[config.mk]
export PLATFORM = sky130hd
export DESIGN_NAME = interval_timer_carry
export DESIGN_NICKNAME = d
export VERILOG_FILES = /design/src/interval_timer_pkg.sv /design/src/interval_timer_carry.sv /design/src/tick_divider.sv
export VERILOG_INCLUDE_DIRS = /design/src /design/src/src
export SDC_FILE = /design/constraint.sdc
export NUM_CORES = 1
export LEC_CHECK = 0
export BUFFER_PORTS_ARGS = -buffer_cell sky130_fd_sc_hd__buf_2
export CAP_MARGIN = 20
export CORE_MARGIN = 3
export CORE_UTILIZATION = 55
export CTS_CLUSTER_SIZE = 24
export DETAILED_ROUTE_END_ITERATION = 16
export MAX_ROUTING_LAYER = met4
export PLACE_DENSITY = 0.75
export SKIP_LAST_GASP = 1
export SYNTH_ARGS = -nofsm -noshare
export SYNTH_HDL_FRONTEND = slang
export SYNTH_SLANG_ARGS = --single-unit
[constraint.sdc]
create_clock -name ref_clk_in -period 2.3 [get_ports ref_clk_in]
set_input_delay 0.115 -clock ref_clk_in [delete_from_list [all_inputs] [get_ports ref_clk_in]]
set_output_delay 0.115 -clock ref_clk_in [all_outputs]
set_load 0.02 [all_outputs]
[src/interval_timer_map.svh]
// register offsets, field positions, reset values and tick timing of the interval timer
`ifndef INTERVAL_TIMER_MAP_SVH
`define INTERVAL_TIMER_MAP_SVH

// ----------------------------------------------------------------
// register file offsets
// ----------------------------------------------------------------
`define TMR_INTERVAL_SELECT_ADDR 7'h09
`define TMR_CARRY_JUDGE_ADDR     7'h17

// ----------------------------------------------------------------
// fields and reset values
// ----------------------------------------------------------------
`define TMR_CARRY_SEL_LSB        0
`define TMR_IRQ_SEL_LSB          2
`define TMR_CARRY_FLAG_BIT       0
`define TMR_INTERVAL_SELECT_RST  4'h0

// ----------------------------------------------------------------
// timing: tick periods in microseconds, clock period in ns
// ----------------------------------------------------------------
`define TMR_CLK_PERIOD_NS        40
`define TMR_TICK_1KHZ_US         1000
`define TMR_TICK_200HZ_US        5000
`define TMR_TICK_10HZ_US         100000
`define TMR_TICK_4HZ_US          250000

`endif

[src/interval_timer_pkg.sv]
// types shared by the interval timer modules
package interval_timer_pkg;

  typedef enum logic [1:0] {
    CE_IDLE,
    CE_WAIT_TICK
  } ce_state_t;

  typedef struct packed {
    logic [3:0][27:0] cnt;
    logic [3:0]       lvl;
  } div_state_t;

  typedef struct packed {
    logic       flag;
    logic       armed;
    logic [3:0] mode;
    logic [3:0] rdata;
    logic       carry_lvl_prev;
    logic       irq_lvl_prev;
    logic       ce_prev;
    ce_state_t  ce_state;
    logic       irq;
    logic       ce_rst;
  } carry_state_t;

endpackage

[src/interval_timer_carry.sv]
// interval timer: tick divider, carry flag with read-and-clear, CE reset sync, timer irq
`timescale 1ns/1ps
`include "interval_timer_map.svh"

// Overview of operation
// - outside clock stop and once armed by a read or CE reset, the carry flag is set on each rising edge of the tick picked by mode bits 1:0.
// - bit 0 of the carry judge register at 17H mirrors the carry flag exactly.
// - a read of the carry judge register returns the flag and then clears it.
// - clearing the judge bit clears the carry flip-flop itself, they never differ.
// - after power-on reset the flag stays 0 until the CPU has read it once or a CE reset forces it.
// - power-on reset clears the flag while CE reset, even in clock stop, forces it to 1.
// - after the CE pin rises, CE reset happens on the next carry-setting tick edge, or at once in clock stop.
// - writes to the carry judge register change nothing.
// - the mode register at 09H holds separate carry and interrupt interval selections.
// - all ticks come from dividing the system clock, so they scale with its rate.
// - the interrupt section raises a request at the interval selected for it.
// - the divider gives free-running independent 1 kHz, 200 Hz, 10 Hz and 4 Hz ticks.
// - select 00 gives 100 ms, 01 gives 250 ms, 10 gives 5 ms and 11 gives 1 ms.
// - on a select change the flag is set if the new tick is high and the old one was low, else holds.
// - a flag read coinciding with the CE sync tick wins and CE reset waits one tick.
module interval_timer_carry
  import interval_timer_pkg::*;
#(
  // period counts in clock cycles, shorten for simulation
  parameter int TICK_1KHZ_CYC  = `TMR_TICK_1KHZ_US * 1000 / `TMR_CLK_PERIOD_NS,
  parameter int TICK_200HZ_CYC = `TMR_TICK_200HZ_US * 1000 / `TMR_CLK_PERIOD_NS,
  parameter int TICK_10HZ_CYC  = `TMR_TICK_10HZ_US * 1000 / `TMR_CLK_PERIOD_NS,
  parameter int TICK_4HZ_CYC   = `TMR_TICK_4HZ_US * 1000 / `TMR_CLK_PERIOD_NS
)
(
  // clock and reset
  input  wire logic       ref_clk_in,
  input  wire logic       rst_in,
  // register file port from cpu core
  input  wire logic [6:0] register_file_space_addr_in,
  input  wire logic       register_file_read_op_in,
  input  wire logic       register_file_write_op_in,
  input  wire logic [3:0] wr_data_in,
  output logic      [3:0] rd_data_out,
  // system control
  input  wire logic       ce_in,
  input  wire logic       clk_stop_in,
  // status and events
  output logic            tick_carry_flag_out,
  output logic            timer_irq_out,
  output logic            ce_reset_out
);

  localparam logic [3:0][27:0] PERIODS = {
    28'(TICK_4HZ_CYC), 28'(TICK_10HZ_CYC), 28'(TICK_200HZ_CYC), 28'(TICK_1KHZ_CYC)};

  carry_state_t st_ff;
  carry_state_t nxt_st;
  logic   [3:0] tick_lvl;
  logic         carry_lvl;
  logic         irq_lvl;
  logic         carry_rise;
  logic         irq_rise;
  logic         judge_rd;
  logic         mode_rd;
  logic         mode_wr;
  logic         ce_rise;
  logic         ce_fire;
  logic         tick_set;

  // ----------------------------------------------------------------
  // divider
  // ----------------------------------------------------------------
  tick_divider #(
    .PERIODS (PERIODS)
  ) u_div (
    .ref_clk_in   (ref_clk_in),
    .rst_in       (rst_in),
    .tick_lvl_out (tick_lvl)
  );

  // index 0 = 1 kHz, 1 = 200 Hz, 2 = 10 Hz, 3 = 4 Hz
  function automatic logic pick_tick(input logic [1:0] sel, input logic [3:0] lvl);
    case (sel)
      2'h0:    pick_tick = lvl[2];
      2'h1:    pick_tick = lvl[3];
      2'h2:    pick_tick = lvl[1];
      2'h3:    pick_tick = lvl[0];
      default: pick_tick = 1'b0;
    endcase
  endfunction

  // ----------------------------------------------------------------
  // decode and edges
  // ----------------------------------------------------------------
  assign carry_lvl  = pick_tick(st_ff.mode[`TMR_CARRY_SEL_LSB +: 2], tick_lvl);
  assign irq_lvl    = pick_tick(st_ff.mode[`TMR_IRQ_SEL_LSB +: 2], tick_lvl);
  // a select change from a low tick onto a high tick looks like an edge and sets the flag
  assign carry_rise = carry_lvl & ~st_ff.carry_lvl_prev;
  assign irq_rise   = irq_lvl & ~st_ff.irq_lvl_prev;
  assign judge_rd   = register_file_read_op_in &
                      (register_file_space_addr_in == `TMR_CARRY_JUDGE_ADDR);
  assign mode_rd    = register_file_read_op_in &
                      (register_file_space_addr_in == `TMR_INTERVAL_SELECT_ADDR);
  assign mode_wr    = register_file_write_op_in &
                      (register_file_space_addr_in == `TMR_INTERVAL_SELECT_ADDR);
  assign ce_rise    = ce_in & ~st_ff.ce_prev;
  // clock stop: the carry tick edge is masked, so CE reset is taken at once
  assign ce_fire    = (st_ff.ce_state == CE_WAIT_TICK) &
                      ((carry_rise & ~judge_rd & ~clk_stop_in) | clk_stop_in);
  assign tick_set   = carry_rise & st_ff.armed & ~clk_stop_in;

  // ----------------------------------------------------------------
  // next state
  // ----------------------------------------------------------------
  always_comb
  begin
    nxt_st                = st_ff;
    nxt_st.carry_lvl_prev = carry_lvl;
    nxt_st.irq_lvl_prev   = irq_lvl;
    nxt_st.ce_prev        = ce_in;
    nxt_st.irq            = irq_rise & ~clk_stop_in;
    nxt_st.ce_rst         = 1'b0;
    // carry judge is read-only, so only 09H takes writes
    if (mode_wr)
      nxt_st.mode = wr_data_in;
    if (judge_rd)
    begin
      nxt_st.rdata = 4'h0;
      nxt_st.rdata[`TMR_CARRY_FLAG_BIT] = st_ff.flag;
      nxt_st.flag  = 1'b0;
      nxt_st.armed = 1'b1;
    end
    else if (mode_rd)
      nxt_st.rdata = st_ff.mode;
    else if (register_file_read_op_in)
      nxt_st.rdata = 4'h0;
    // set wins over the read clear
    if (tick_set)
      nxt_st.flag = 1'b1;
    case (st_ff.ce_state)
      CE_IDLE:
        if (ce_rise)
          nxt_st.ce_state = CE_WAIT_TICK;
      CE_WAIT_TICK:
        if (ce_fire)
        begin
          nxt_st.ce_state = CE_IDLE;
          nxt_st.flag     = 1'b1;
          nxt_st.armed    = 1'b1;
          nxt_st.ce_rst   = 1'b1;
        end
      default:
        nxt_st.ce_state = CE_IDLE;
    endcase
  end

  always_ff @(posedge ref_clk_in)
  begin
    if (rst_in)
    begin
      st_ff      <= '0;
      st_ff.mode <= `TMR_INTERVAL_SELECT_RST;
    end
    else
      st_ff <= nxt_st;
  end

  assign rd_data_out         = st_ff.rdata;
  assign tick_carry_flag_out = st_ff.flag;
  assign timer_irq_out       = st_ff.irq;
  assign ce_reset_out        = st_ff.ce_rst;
endmodule // interval_timer_carry

[src/tick_divider.sv]
// free-running divider producing four independent square-wave tick pulses
`timescale 1ns/1ps
module tick_divider
  import interval_timer_pkg::*;
#(
  parameter logic [3:0][27:0] PERIODS = '{28'd10, 28'd20, 28'd40, 28'd80}
)
(
  // clock and reset
  input  wire logic       ref_clk_in,
  input  wire logic       rst_in,
  // tick levels, index 0 fastest
  output logic      [3:0] tick_lvl_out
);

  div_state_t st_ff;
  div_state_t nxt_st;

  // --------------------------------------------------------------
  // counters: low for first half of period, high for second
  // --------------------------------------------------------------
  always_comb
  begin
    nxt_st = st_ff;
    for (int i = 0; i < 4; i++)
    begin
      if (st_ff.cnt[i] >= PERIODS[i] - 28'd1)
        nxt_st.cnt[i] = '0;
      else
        nxt_st.cnt[i] = st_ff.cnt[i] + 28'd1;
      nxt_st.lvl[i] = (nxt_st.cnt[i] >= (PERIODS[i] >> 1));
    end
  end

  always_ff @(posedge ref_clk_in)
  begin
    if (rst_in)
      st_ff <= '0;
    else
      st_ff <= nxt_st;
  end

  assign tick_lvl_out = st_ff.lvl;

endmodule // tick_divider

==> results.cfg, run 1 <==
[outcome]
status = finished clean

[floorplan]
die-area_mm2 = 0.0121
die_y_um = 110
ios = 24
coreArea_mm2 = 0.0104
start_util_pct = 57.0
die-width_um = 110
num_rows = 37

[route]
drtAntennaViolNets = 0
vias_per_cell = 5.51
dr.pass1.iters = 5
first_iter_violations = 280
totalWireLength_um = 13300
drc = 0
avgRoutedWirePerCell_um = 14.4
vias = 5096

[place]
finalWeightedCongestion = 0.930
place_ws_ns = 0.00576
port-buffer-count = 23
dp_hpwl_um = 8630
placed_cells = 873
placed_area_mm2 = 0.00645

[timing]
setup_tns_ns = 0
slew_viol_final = 0
clock_skew_ns = 0.0105
hold_slack_ns = 0.0167
finalHoldViolCount = 0
grt_setup_unrepaired = true
setup_viol = 0
period_needed_ns = 2.26
timing.final.ws_setup_ns = 0.0412
post-route-period-util_pct = 98.2
tightest_slew_ns = 0.615
slew_headroom_pct = 58.7
max_freq_mhz = 443

[power]
total_power_mw = 5.14
power_density_mw_per_mm2 = 702
p_leak_nw = 2.61
irDropWorstVdd_mv = 0.601

[layout]
final_common_cell = dfxtp_1
num-fill-cells = 799
final_cell_mix = 126 x dfxtp_1, 111 x nor2_1, 47 x buf_4, 45 x nand2_1, 40 x xnor2_1
nets = 797
regArea_mm2 = 0.00265
drive_gt1_share_pct = 17.2
multiInputGateArea_mm2 = 0.00321
area_growth_pct = 23.2
finalNonFillerCells = 925
fin_area_mm2 = 0.00731
final_core_util_pct = 70.2
n_antenna_cell = 0

[clocking]
clockBufferDepth = 2
cts_made_buffers = 17
clkLatencyLatePin_ns = 0.53
cts_tree = built
ctsHtreeMaxLevel = 4
root_buffer = clkbuf_8
clkTransAtPathRegs_ns = 0.07
clock_sinks = 132

[setup_path]
arrival_ns = 2.73
cp_max_fo = 5
crit_path_start_kind = flop
critPathKind = flop to flop
worstSetupEndpointType = flop
required_ns = 2.77

[global_routing]
grt_max_degree = 20
grt_pass1_wl_um = 22300
grt.overflow.total = 0
antenna_found_initial = 0
grt_usage_pct = 23.8
grt_pass1_vias = 4810

[yosys]
syn_inst = 685
ys_seq_area_share_pct = 44.5
ys_warn_count = 0
synthArstFlopShare_pct = 0
syn_area_per_cell_um2 = 8.66
ys_ff_latch = 132
synth_edf_count = 0
syn_area_mm2 = 0.00593
ys_types = 72
synth_top_flop_cell = dfxtp_1

[run]
drv_cap = 0

[min_path]
min_path_type = primary input to flop
[critical path, cell delays in order (launching register included)]
cell and delay [ns]:
dfxtp_1 0.38, nand4_1 0.23, or2_2 0.39, o41ai_1 0.31
mux2i_1 0.26, a32oi_1 0.11, o41ai_2 0.38, a21o_1 0.16
[where the power goes]
| group | switching (mW) | total [mW] | internal, mW |
|---|---|---|---|
| Clock | 1.10 | 2.72 | 1.61 |
| Combinational | 0.0409 | 0.0759 | 0.0350 |
| Sequential | 0.0185 | 2.34 | 2.32 |
| Total | 1.16 | 5.14 | 3.97 |
[layout make-up]
type                            instances  area share, %
Timing Repair Buffer                   84           8.32
Tap cell                              136           2.33
Clock buffer                           19           5.90
Inverter                               20           1.03
Multi-Input combinational cell        521           43.9
Sequential cell                       132           36.3
Clock inverter                         13           2.21
[sequential cells by signal (all words and copies together), names as in the netlist]
| name | flops |
|---|---|
| rd_data_out | 4 |
| u_div.tick_lvl_out | 4 |
| u_div.st_ff | 112 |
| timer_irq_out | 1 |
| st_ff | 9 |
| tick_carry_flag_out | 1 |
| ce_reset_out | 1 |
[worst paths after layout]
| check | start | end | slack, ns | cells past startpoint |
|---|---|---|---|---|
| setup reg to reg | u_div.st_ff[94] | u_div.tick_lvl_out[3] | 0.04 | 7 |
| setup / recovery | u_div.st_ff[94] | u_div.tick_lvl_out[3] | 0.04 | 7 |
| hold reg to reg | st_ff[5] | timer_irq_out | 0.41 | 1 |
| hold / removal | register_file_write_op_in | st_ff[14] | 0.02 | 4 |
[timing repair]
item | 4_1_cts | 5_1_grt
pin swaps | 2 | 9
buffers inserted | 0 | 6
setup endpoints to repair | 1 | 5
hold buffers | 14 | 0
endpoints found under the hold margin | 11 | 0
resized for setup | 1 | 20
[Yosys cell counts, drive strengths merged, types with 3 or more instances]
cell type / n / area share [%]
nor3b: 7 / 0.89
nand2b: 5 / 0.53
nand4b: 3 / 0.44
nor4b: 3 / 0.44
buf: 17 / 1.6
nor4: 18 / 2.3
nor3: 19 / 1.6
a31o: 3 / 0.44
a31oi: 8 / 0.84
and2: 4 / 0.46
nand2: 46 / 2.9
inv: 20 / 1.3
nor2: 112 / 7.2
or2: 3 / 0.32
o22ai: 3 / 0.32
nand3: 33 / 2.9
xor2: 29 / 4.3
a21oi: 25 / 2.1
and4: 3 / 0.44
and4b: 3 / 0.51
clkbuf: 29 / 1.9
mux2i: 4 / 0.67
ha: 4 / 0.84
o41ai: 4 / 0.72
and3: 10 / 1.1
o21ai: 11 / 0.93
a21o: 5 / 0.63
o211ai: 4 / 0.51
o311ai: 3 / 0.44
o2111ai: 3 / 0.74
dfxtp: 132 / 45
or4: 7 / 0.95
nand4: 28 / 3.0
nor2b: 8 / 0.84
xnor2: 40 / 5.9
[routing by layer]
metal	part of all wire [%]	wire (um)	global-route usage [%]
met5	0	0	-
met2	50	6600	38.9
met1	44	5890	28.9
met3	4.5	597	5.70
met4	1.5	202	7.93
[cells by family (layout without fill, tap and decap cells)]
logic type | count (synthesis) | count (layout) | synth area share [%]
buffers and inverters | 66 | 136 | 4.79
other | 1 | 35 | 0.0632
and+or+nand+nor | 316 | 316 | 27.2
adders and majority gates | 5 | 5 | 1.01
AOI/OAI and AO/OA | 89 | 89 | 10.6
muxes | 7 | 7 | 1.62
DFF | 132 | 132 | 44.5
xor gates and xnor gates | 69 | 69 | 10.2
(Power assumes the default switching activity.)
==> inputs of run 2 (changes only) <==
--- a/config.mk
+++ b/config.mk
@@ -6,14 +6,17 @@
 export SDC_FILE = /design/constraint.sdc
 export NUM_CORES = 1
 export LEC_CHECK = 0
-export BUFFER_PORTS_ARGS = -buffer_cell sky130_fd_sc_hd__buf_2
+export ABC_CLOCK_PERIOD_IN_PS = 2300
+export BUFFER_PORTS_ARGS = -buffer_cell sky130_fd_sc_hd__buf_4
 export CAP_MARGIN = 20
+export CELL_PAD_IN_SITES_DETAIL_PLACEMENT = 1
+export CELL_PAD_IN_SITES_GLOBAL_PLACEMENT = 2
 export CORE_MARGIN = 3
-export CORE_UTILIZATION = 55
+export CORE_UTILIZATION = 34
 export CTS_CLUSTER_SIZE = 24
 export DETAILED_ROUTE_END_ITERATION = 16
 export MAX_ROUTING_LAYER = met4
-export PLACE_DENSITY = 0.75
+export PLACE_DENSITY_LB_ADDON = 0.1
 export SKIP_LAST_GASP = 1
 export SYNTH_ARGS = -nofsm -noshare
 export SYNTH_HDL_FRONTEND = slang
==> run 2 against run 1 <==
Net effect: via count is 0.53% higher; highest routed layer unchanged; first-iteration DRC count down 43%; die area is 58% higher; combinational power rose by 8.2%; clock power down 5%; utilization shrank 25 points; setup slack lost 0.00095 ns; count of clock-buffer cells in the layout fell by 2; sequential power is essentially flat; worst hold slack gained 0.019 ns; largest cell class unchanged; cell area increased by 2.9%; clock skew is 0.0013 ns lower.
==> results.cfg, run 2 (synthesis results as in run 1) <==
[route]
wl_met1_um = 6900
highest_layer = met4
dr.pass1.iters = 4
dr_wl_met3_um = 360
vias = 5123
first_iter_violations = 160
drc = 0
avgRoutedWirePerCell_um = 14.7
totalWireLength_um = 15000
drtAntennaViolNets = 0
vias_per_cell = 5.02
wl_met2_um = 7590

[floorplan]
start_util_pct = 35.3
ios = 24
die-area_mm2 = 0.0191
die_y_um = 138
coreArea_mm2 = 0.0168
die-width_um = 138
num_rows = 47

[layout]
num-fill-cells = 1997
regArea_mm2 = 0.00265
final_cell_mix = 126 x dfxtp_1, 111 x nor2_1, 86 x buf_4, 45 x nand2_1, 40 x xnor2_1
n_antenna_cell = 0
biggestRegsByFlops = u_div.st_ff: 112 flops, st_ff: 9 flops
multiInputGateArea_mm2 = 0.00322
nets = 808
largest_reg_flops = 112
area_growth_pct = 26.8
final_core_util_pct = 44.7
fin_area_mm2 = 0.00752
final_common_cell = dfxtp_1
regMostFlops = u_div.st_ff
drive_gt1_share_pct = 19.1

[outcome]
status = finished clean

[timing]
slew_viol_final = 0
setup_tns_ns = 0
max_freq_mhz = 443
post-route-period-util_pct = 98.2
finalHoldViolCount = 0
period_needed_ns = 2.26
clock_skew_ns = 0.00922
setup_viol = 0
grt_setup_unrepaired = true

[setup_path]
critPathKind = flop to flop
worstSetupEndpointType = flop
crit_path_start_kind = flop
cp_max_fo = 4
arrival_ns = 2.62
required_ns = 2.66

[global_routing]
antenna_found_initial = 0
grt_max_degree = 21
grt.overflow.total = 0
grt_pass1_wl_um = 25900
grt_usage_pct = 16.7
grt_pass1_vias = 5372

[clocking]
clkLatencyLatePin_ns = 0.42
clock_sinks = 132
ctsHtreeMaxLevel = 4
cts_made_buffers = 17
clkTransAtPathRegs_ns = 0.06
root_buffer = clkbuf_16
cts_tree = built
clockBufferDepth = 2

[place]
dp_hpwl_um = 10900
placed_area_mm2 = 0.00674
finalWeightedCongestion = 0.818
port-buffer-count = 23

[power]
total_power_mw = 5.01
irDropWorstVdd_mv = 0.470
power_density_mw_per_mm2 = 666
p_leak_nw = 2.67

[min_path]
min_path_type = primary input to flop

[run]
drv_cap = 0
[run 2: worst paths after layout]
check                            start                    end  slack [ns]  depth (start not counted)
max                    u_div.st_ff[88]  u_div.tick_lvl_out[3]        0.04                          8
min          register_file_write_op_in              st_ff[11]        0.04                          3
max reg2reg            u_div.st_ff[88]  u_div.tick_lvl_out[3]        0.04                          8
min reg2reg                   st_ff[5]          timer_irq_out        0.39                          1
[run 2: critical path, stage by stage (launching register included)]
cell and delay [ns]:
dfxtp_2 0.33, buf_4 0.11, nand4_1 0.18, nor4_4 0.35, nand3_2 0.13, xor2_1 0.18, or4_4 0.44, o41ai_2 0.34
a21o_1 0.15
[run 2: where the power goes]
group	switching, mW	internal (mW)
clock network	1.15	1.43
registers	0.0188	2.33
logic	0.0403	0.0418
[run 2: area by class of cell]
cell class	count	area share, %
Clock buffer	17	5.66
Clock inverter	15	1.81
Inverter	20	0.998
Multi-Input combinational cell	521	42.9
Sequential cell	132	35.2
Tap cell	220	3.66
Timing Repair Buffer	95	9.78
[run 2: what timing repair did]
item                       4_1_cts  5_1_grt
hold endpoints to repair         7        0
hold buffers                     9        0
pin swaps                        1        8
buffers inserted                 1        4
resized for setup                2       18
setup endpoints to repair        2        3
[run 2: through the flow]
| stage | instances | setup slack (ns) | hold WS [ns] |
|---|---|---|---|
| 3_5_place_dp | 974 | 0.0122 | 0.307 |
| 5_1_grt | 1020 | -0.0609 | 0.0321 |
| 2_1_floorplan | 719 | 0.0126 | 0.191 |
| 6_report | 1020 | 0.0403 | 0.0355 |
| 4_1_cts | 1016 | -0.00338 | 0.0186 |
| 3_3_place_gp | 974 | 0.0627 | 0.308 |
[run 2: layer usage]
layer / vias to the layer above / track usage (%)
met5: - / -
met2: 48 / 27.9
met1: 2489 / 19.8
met3: 14 / 4.35
li1: 2572 / -
met4: 0 / 4.89
